--- config.mk ---
export PLATFORM = sky130hd
export DESIGN_NAME = power_mode_clock_selector
export DESIGN_NICKNAME = d
export VERILOG_FILES = /design/src/hdl/pwr_mode_pkg.sv /design/src/hdl/src_sel_if.sv /design/src/hdl/clk_src_switch.sv /design/src/hdl/power_mode_clock_selector.sv
export SDC_FILE = /design/constraint.sdc
export NUM_CORES = 1
export LEC_CHECK = 0
export ABC_CLOCK_PERIOD_IN_PS = 3900
export BUFFER_PORTS_ARGS = -buffer_cell sky130_fd_sc_hd__buf_2
export CAP_MARGIN = 20
export CORE_MARGIN = 2
export CORE_UTILIZATION = 40
export CTS_CLUSTER_SIZE = 40
export DETAILED_ROUTE_END_ITERATION = 12
export PLACE_DENSITY = 0.63
export SKIP_CTS_REPAIR_TIMING = 1
export SYNTH_ARGS = -nofsm -noshare
export SYNTH_HDL_FRONTEND = slang
export SYNTH_SLANG_ARGS = --single-unit
--- constraint.sdc ---
create_clock -name clk_sys_i -period 3.9 [get_ports clk_sys_i]
set_input_delay 1.17 -clock clk_sys_i [delete_from_list [all_inputs] [get_ports clk_sys_i]]
set_output_delay 1.17 -clock clk_sys_i [all_outputs]
set_load 0.01 [all_outputs]
--- src/hdl/pwr_mode_pkg.sv ---
/*
 * constants and types shared by the power mode clock selector.
 * assumes a single system clock domain; control bits arrive as levels.
 */
// Overview of operation
// - halt with cpu_halt_select at 0 enters sleep; every clock stops.
// - run mode clocks cpu and peripherals; 00 primary, 01 secondary, 1x internal.
// - halt with cpu_halt_select at 1 gates cpu clock, peripherals stay clocked.
// - three sources; primary oscillator type fixed by four-bit configuration field.
// - changing clock_source_select switches at once if the new source oscillates.
// - idle or sleep entered only on halt; halt select sampled at that moment.
// - halt select is control bit 7, source select is bits 1:0.
// - internal block is fast oscillator, its postscaler, and slow oscillator.
package pwr_mode_pkg;
    localparam int CTRL_W = 8;
    localparam int HALT_SEL_BIT = 7;
    localparam int SRC_SEL_LO = 0;
    localparam int SRC_SEL_HI = 1;
    localparam logic [7:0] CTRL_RESET = 8'h00;
    localparam int PRI_CFG_W = 4;
    localparam logic [1:0] SRC_PRIMARY = 2'h0;
    localparam logic [1:0] SRC_SECONDARY = 2'h1;
    localparam logic [1:0] SRC_INTERNAL = 2'h2;
    localparam logic [1:0] SRC_NONE = 2'h3;

    typedef enum logic [2:0] {
        primary_run_mode,
        secondary_run_mode,
        internal_run_mode,
        primary_idle_mode,
        secondary_idle_mode,
        internal_idle_mode,
        sleep_mode
    } pwr_mode_type;
endpackage

--- src/hdl/src_sel_if.sv ---
/*
 * carries the decoded source choice between selector and switch logic.
 * assumes one clock; all signals are levels.
 */
`timescale 1ns/1ns
interface src_sel_if;
    logic [1:0] want_src;
    logic [1:0] cur_src;
    logic src_ok;
    modport ctrl (output want_src, input cur_src, input src_ok);
    modport sw (input want_src, output cur_src, output src_ok);
endinterface

--- src/hdl/clk_src_switch.sv ---
/*
 * source switch: follows the requested source once it is oscillating.
 * assumes oscillator ready levels are already synchronised by the caller.
 */
`timescale 1ns/1ns
module clk_src_switch
    import pwr_mode_pkg::*;
(
    input wire logic clk_sys_i,
    input wire logic rst_n_i,
    input wire logic [2:0] osc_ready_i,
    src_sel_if.sw sel
);
    logic [1:0] cur_r;
    logic [1:0] cur_nxt;
    wire logic req_ready;

    // a source not yet oscillating keeps the old one; never glitch to dead
    assign req_ready = osc_ready_i[sel.want_src];
    assign cur_nxt = req_ready ? sel.want_src : cur_r;
    assign sel.cur_src = cur_r;
    assign sel.src_ok = req_ready;

    // current source register
    always_ff @(posedge clk_sys_i or negedge rst_n_i)
    begin
        if (!rst_n_i)
            cur_r <= SRC_PRIMARY;
        else
            cur_r <= cur_nxt;
    end
endmodule

--- src/hdl/power_mode_clock_selector.sv ---
/*
 * power mode selector: decides cpu and peripheral clock gating and source.
 * assumes halt_exec_i is a one-cycle pulse from the core on this clock,
 * wake_i is a same-domain level or pulse, and oscillator ready pins are
 * asynchronous and synchronised here.
 */
`timescale 1ns/1ns
module power_mode_clock_selector
    import pwr_mode_pkg::*;
(
    input wire logic clk_sys_i,
    input wire logic rst_n_i,
    input wire logic ctrl_wr_i,
    input wire logic [pwr_mode_pkg::CTRL_W-1:0] ctrl_wdata_i,
    input wire logic [pwr_mode_pkg::PRI_CFG_W-1:0] primary_osc_config_i,
    input wire logic halt_exec_i,
    input wire logic wake_i,
    input wire logic [2:0] osc_ready_i,
    output logic cpu_clk_en_o,
    output logic periph_clk_en_o,
    output logic [1:0] clk_src_o,
    output logic [2:0] mode_o,
    output logic [pwr_mode_pkg::CTRL_W-1:0] ctrl_rdata_o,
    output logic [pwr_mode_pkg::PRI_CFG_W-1:0] primary_type_o
);
    import pwr_mode_pkg::*;

    // maps a source select onto one of exactly three sources; the
    // internal block counts as one source, oscillators and postscaler
    function automatic logic [1:0] src_decode(input logic [1:0] s);
        src_decode = s[1] ? SRC_INTERNAL : s;
    endfunction

    // true for the three modes in which the cpu is clocked
    function automatic logic mode_is_run(input pwr_mode_type m);
        mode_is_run = (m == primary_run_mode) ||
            (m == secondary_run_mode) || (m == internal_run_mode);
    endfunction

    // run or idle flavour of a source select; enums kept out of
    // ternaries so that no tool has to cast back to the mode type
    function automatic pwr_mode_type mode_for(input logic [1:0] s,
        input logic idle);
        pwr_mode_type m;
        case (src_decode(s))
            SRC_PRIMARY:
                if (idle)
                    m = primary_idle_mode;
                else
                    m = primary_run_mode;
            SRC_SECONDARY:
                if (idle)
                    m = secondary_idle_mode;
                else
                    m = secondary_run_mode;
            default:
                if (idle)
                    m = internal_idle_mode;
                else
                    m = internal_run_mode;
        endcase
        mode_for = m;
    endfunction

    logic [7:0] oscillator_control_reg;
    logic [2:0] rdy_meta_r;
    logic [2:0] rdy_sync_r;
    pwr_mode_type mode_r;
    pwr_mode_type mode_nxt;
    logic cpu_en_r;
    logic per_en_r;
    logic [1:0] src_r;
    logic [2:0] mode_out_r;
    logic [3:0] pri_cfg_r;
    logic cfg_taken_r;
    logic [3:0] cfg_meta_r;
    logic [3:0] cfg_sync_r;
    logic [1:0] cfg_vld_r;
    wire logic cpu_halt_select;
    wire logic [1:0] clock_source_select;
    wire logic in_low_power;
    wire logic [1:0] sel_src;
    wire pwr_mode_type run_mode;
    wire pwr_mode_type idle_mode;
    wire logic cpu_en_nxt;
    wire logic per_en_nxt;
    wire logic [1:0] src_nxt;

    src_sel_if sel_bus ();

    clk_src_switch u_switch (
        .clk_sys_i(clk_sys_i),
        .rst_n_i(rst_n_i),
        .osc_ready_i(rdy_sync_r),
        .sel(sel_bus.sw)
    );

    // field positions of the control word
    assign cpu_halt_select = oscillator_control_reg[HALT_SEL_BIT];
    assign clock_source_select =
        oscillator_control_reg[SRC_SEL_HI:SRC_SEL_LO];
    assign sel_bus.want_src = src_decode(clock_source_select);
    assign sel_src = sel_bus.cur_src;

    // run and idle flavours follow the live source select
    assign run_mode = mode_for(clock_source_select, 1'b0);
    assign idle_mode = mode_for(clock_source_select, 1'b1);
    assign in_low_power = !mode_is_run(mode_r);

    // mode sequencing; halt select read only at the halt itself
    always_comb
    begin
        mode_nxt = mode_r;
        if (in_low_power)
        begin
            if (wake_i)
                mode_nxt = run_mode;
            else if (mode_r != sleep_mode)
                mode_nxt = idle_mode;
        end
        else if (halt_exec_i)
        begin
            if (cpu_halt_select)
                mode_nxt = idle_mode;
            else
                mode_nxt = sleep_mode;
        end
        else
            mode_nxt = run_mode;
    end

    // clock gating per mode
    assign cpu_en_nxt = mode_is_run(mode_nxt);
    assign per_en_nxt = (mode_nxt != sleep_mode);
    // sleep reports no source since nothing is clocked
    assign src_nxt = (mode_nxt == sleep_mode) ? SRC_NONE : sel_src;

    // control word, written by software; bits 6:2 kept as written
    always_ff @(posedge clk_sys_i or negedge rst_n_i)
    begin
        if (!rst_n_i)
            oscillator_control_reg <= CTRL_RESET;
        else if (ctrl_wr_i)
            oscillator_control_reg <= ctrl_wdata_i;
    end

    // two-stage synchroniser for oscillator ready pins
    always_ff @(posedge clk_sys_i or negedge rst_n_i)
    begin
        if (!rst_n_i)
        begin
            rdy_meta_r <= 3'h0;
            rdy_sync_r <= 3'h0;
        end
        else
        begin
            rdy_meta_r <= osc_ready_i;
            rdy_sync_r <= rdy_meta_r;
        end
    end

    // config pins enter through two flops like any pin; the valid pipe
    // marks when the second flop holds a real sample, not its reset
    always_ff @(posedge clk_sys_i or negedge rst_n_i)
    begin
        if (!rst_n_i)
        begin
            cfg_meta_r <= 4'h0;
            cfg_sync_r <= 4'h0;
            cfg_vld_r <= 2'h0;
        end
        else
        begin
            cfg_meta_r <= primary_osc_config_i;
            cfg_sync_r <= cfg_meta_r;
            cfg_vld_r <= {cfg_vld_r[0], 1'b1};
        end
    end

    // primary type is nonvolatile config, caught once per reset; later
    // pin changes are ignored until the next reset
    always_ff @(posedge clk_sys_i or negedge rst_n_i)
    begin
        if (!rst_n_i)
        begin
            pri_cfg_r <= 4'h0;
            cfg_taken_r <= 1'b0;
        end
        else if (cfg_vld_r[1] && !cfg_taken_r)
        begin
            pri_cfg_r <= cfg_sync_r;
            cfg_taken_r <= 1'b1;
        end
    end

    // mode state and registered outputs
    always_ff @(posedge clk_sys_i or negedge rst_n_i)
    begin
        if (!rst_n_i)
        begin
            mode_r <= primary_run_mode;
            cpu_en_r <= 1'b1;
            per_en_r <= 1'b1;
            src_r <= SRC_PRIMARY;
            mode_out_r <= primary_run_mode;
        end
        else
        begin
            mode_r <= mode_nxt;
            cpu_en_r <= cpu_en_nxt;
            per_en_r <= per_en_nxt;
            src_r <= src_nxt;
            mode_out_r <= mode_nxt;
        end
    end

    // every output straight from its flop
    assign cpu_clk_en_o = cpu_en_r;
    assign periph_clk_en_o = per_en_r;
    assign clk_src_o = src_r;
    assign mode_o = mode_out_r;
    assign ctrl_rdata_o = oscillator_control_reg;
    assign primary_type_o = pri_cfg_r;
endmodule

==> results.md <==
* Worst Path Arrival at roughly 1.1 ns
* Worst Hold Class: flip-flop to flip-flop
* Post-Route Utilization at 50.2%
* Status: finished, final reports clean
* Total track usage at 12.3%
* Post-synth EDFFs at 0
* Iter 0 DRT Violations at 43
* Max Clock Skew at 0.0109 ns
* Layout cell share with drive strength beyond 1 at around 45%
* Max Cap Violations at 0
* TritonCTS clock tree: yes
* Leakage power at roughly 0.79 nW
* Ranking of synthesized cells by area: dfrtp_1 (64%), mux2_2 (9.6%), dfstp_2 (3.7%)
* Die width at 63.4 um
* GR Util met3 at under 10%
* Largest net degree at the start of global routing at 39
* Fmax at 0.439 GHz
* Synth cell count leaders: dfrtp_1 (36), mux2_2 (12), a21oi_1 (5), inv_1 (5), nor2_1 (4)
* I/O pin total at 39
* Post-synthesis register bit count at 38
* DIE HEIGHT at about 63 um
* CTS Root Cell: clkbuf_4
* Port-buffer cells at 38
* P_int at about 0.00065 W
* Crit Path Max Fanout at 12
* Ys Warns at 0
* Final critical-path required period at approximately 2.3 ns
* GR Overflow Total at 0
* Clock power share at 22.1%
* Drt total wl at 2.19 mm
* Sequential area share after synthesis at 67.6%
* Combinational fraction of design power at between 20% and 30%
* DP Worst Slack at between 1.5 and 2 ns
* Met1 usage at ~14%
* Top_reg_cell synth: dfrtp_1
* Slew @ Worst Pin at roughly 0.78 ns
* Antenna cells at 0
* # fillers at roughly 330
* CTS sink count at 38
* Mapped cell area at between 1000 and 1500 um^2
* # setup viols final at 0
* Final Hold Viols at 0
* Power Dens Cells at ~570 nW/um^2
* Slowest stage cell on the critical path: dfrtp_1
* Yosys top cell area share at between 60% and 70%
* Initial antenna violation count at 0
* DRT Pass-1 Iters at 4
* Net Sw Frac at 31.5%
* Delay-heaviest family, CP: flip-flops
* Worst-Skew Late Latency at between 0.3 and 0.4 ns
* First-pass GRT wire length at 3.71 mm
* Row count at 21
* Distinct cells, synth at 33
* Initial Util at 41.9%
* Worst slew margin at 47.7%
* Avg Cell Area, Syn at 13.7 um^2
* Switching Power at 0.000301 W
* CP peak stage delay at approximately 0.57 ns
* M2 GR Usage at 19.7%
* Max-slew violation count at 0
* Clk slew on worst S/H paths at around 0.11 ns
* Sequential Power Share at between 50% and 60%
* Crit. End Element: primary output
* DR vias/cell at slightly below 5
* DIE AREA at between 4000 and 5000 um^2
* H-tree depth at 2
* Core footprint at ~3400 um^2
* WL/cell at ~12 um
* Asr flop ratio synth at 100%
* Routed Antenna Nets at 0
* CTS buffer count at 5
* HPWL after detailed placement at between 1.5 and 2 mm
* RSZ-0062 raised after global routing: no
* Cell Chain, Critical Path: buf_2
* RePlAce Congestion at ~0.86
* Area of the multi-input gates at between 400 and 500 um^2
* Max rail drop VDD at roughly 0.22 mV
* Crit Path Category: flip-flop to primary output
* Crit path buf inv count at 1
* Worst path required time at between 2 and 3 ns
* Largest area contributor in the netlist: dfrtp_1
* Most used routing layer: met2
* CP startpoint kind: flip-flop
* Drt drc at 0
* Vias at between 900 and 1000
* Syn Nets at 123
* Cell with the most instances after synthesis: dfrtp_1
* Vias in the first global route at ~900
* Setup tns final at 0 ns
* CTS Buffer Depth at 2
* Nets at between 150 and 200
* Area Growth Syn to Fin at 19.7%
* Fin Hold WS at between 0.3 and 0.4 ns
* Tcrit/Tclk final at about 58%
* Gate Count Post-Synth at just over 100
* Tot Pwr at 0.000956 W
* Worst setup margin at around 1.6 ns
* FF/Latch Area at 953 um^2
==> cells in the final DEF (no fill, tap or decap), types with 2 or more instances in the layout <==
master / count
a21oi_1: 5
mux2_2: 12
nor2_1: 4
o221ai_1: 2
clkbuf_4: 5
dfrtp_1: 36
dfstp_2: 2
nor3_1: 3
o21ai_0: 3
or2_1: 2
buf_2: 38
a21o_1: 3
nor2b_1: 2
inv_1: 5
==> power groups by stage <==
| stage | logic, W | clock network [W] | registers (W) |
|---|---|---|---|
| 3_5_place_dp | 0.000229 | 0 | 0.000525 |
| 2_1_floorplan | 0.000163 | 0 | 0.000515 |
| 5_1_grt | 0.000253 | 0.000243 | 0.000528 |
| 6_report | 0.000228 | 0.000211 | 0.000517 |
| 3_3_place_gp | 0.000222 | 0 | 0.000523 |
| 4_1_cts | 0.000229 | 0.000221 | 0.000517 |
==> cell type report <==
class / count / share of cell area [%]
timing repair buffer: 38 / 11.3
inverter: 6 / 1.33
clock inverter: 2 / 0.741
tap: 46 / 3.41
multi-input combinational: 53 / 23.7
sequential: 38 / 56.5
clock buffer: 6 / 3.04
==> registers in the layout (all words and copies together) (netlist names) <==
register,cells
rdy_meta_r,3
u_switch.sel.cur_src,2
cfg_taken_r,1
ctrl_rdata_o,8
mode_o,3
cfg_vld_r,2
cfg_sync_r,4
cfg_meta_r,4
periph_clk_en_o,1
rdy_sync_r,3
cpu_clk_en_o,1
clk_src_o,2
primary_type_o,4
==> path summary, 6_finish.rpt <==
check | from | endpoint | slack (ns) | cells after the start
max reg2reg | mode_o[2]$_DFF_PN0_ | clk_src_o[0]$_DFF_PN0_ | 2.37 | 4
max in group asynchronous | rst_n_i | ctrl_rdata_o[4]$_DFFE_PN0P_ | 2.50 | 1
max | ctrl_rdata_o[1]$_DFFE_PN0P_ | ctrl_rdata_o[1] | 1.62 | 1
min in group asynchronous | rst_n_i | clk_src_o[1]$_DFF_PN0_ | 0.90 | 1
min reg2reg | cfg_meta_r[0]$_DFF_PN0_ | cfg_sync_r[0]$_DFF_PN0_ | 0.36 | 0
min | cfg_meta_r[0]$_DFF_PN0_ | cfg_sync_r[0]$_DFF_PN0_ | 0.36 | 0
==> cell families (layout without fill, tap and decap cells) <==
logic type,count (synthesis),after routing,synth area share [%]
buf+inv,12,52,3.99
compound gates,21,21,10.8
simple gates,18,18,7.01
flops,38,38,67.6
other cells,1,1,0.266
mux,13,13,10.3
==> per-layer routing <==
metal	routed length, um	part of all wire (%)
met5	0	0
met4	47	2.1
met3	163	7.4
met2	1020	47
met1	958	44
==> worst register-to-register path: stages (launching register included) <==
cell and delay [ns]:
dfrtp_1 0.54, inv_2 0.11, o32a_1 0.40, a221oi_2 0.29, or2_1 0.14
==> stage by stage <==
stage               instances  instance area, um^2
floorplan                 103                 1410
global placement          181                 1620
detailed placement        181                 1620
CTS                       189                 1690
global route              189                 1690
finish                    189                 1690
No activity file was read; power rests on OpenSTA's default activity.
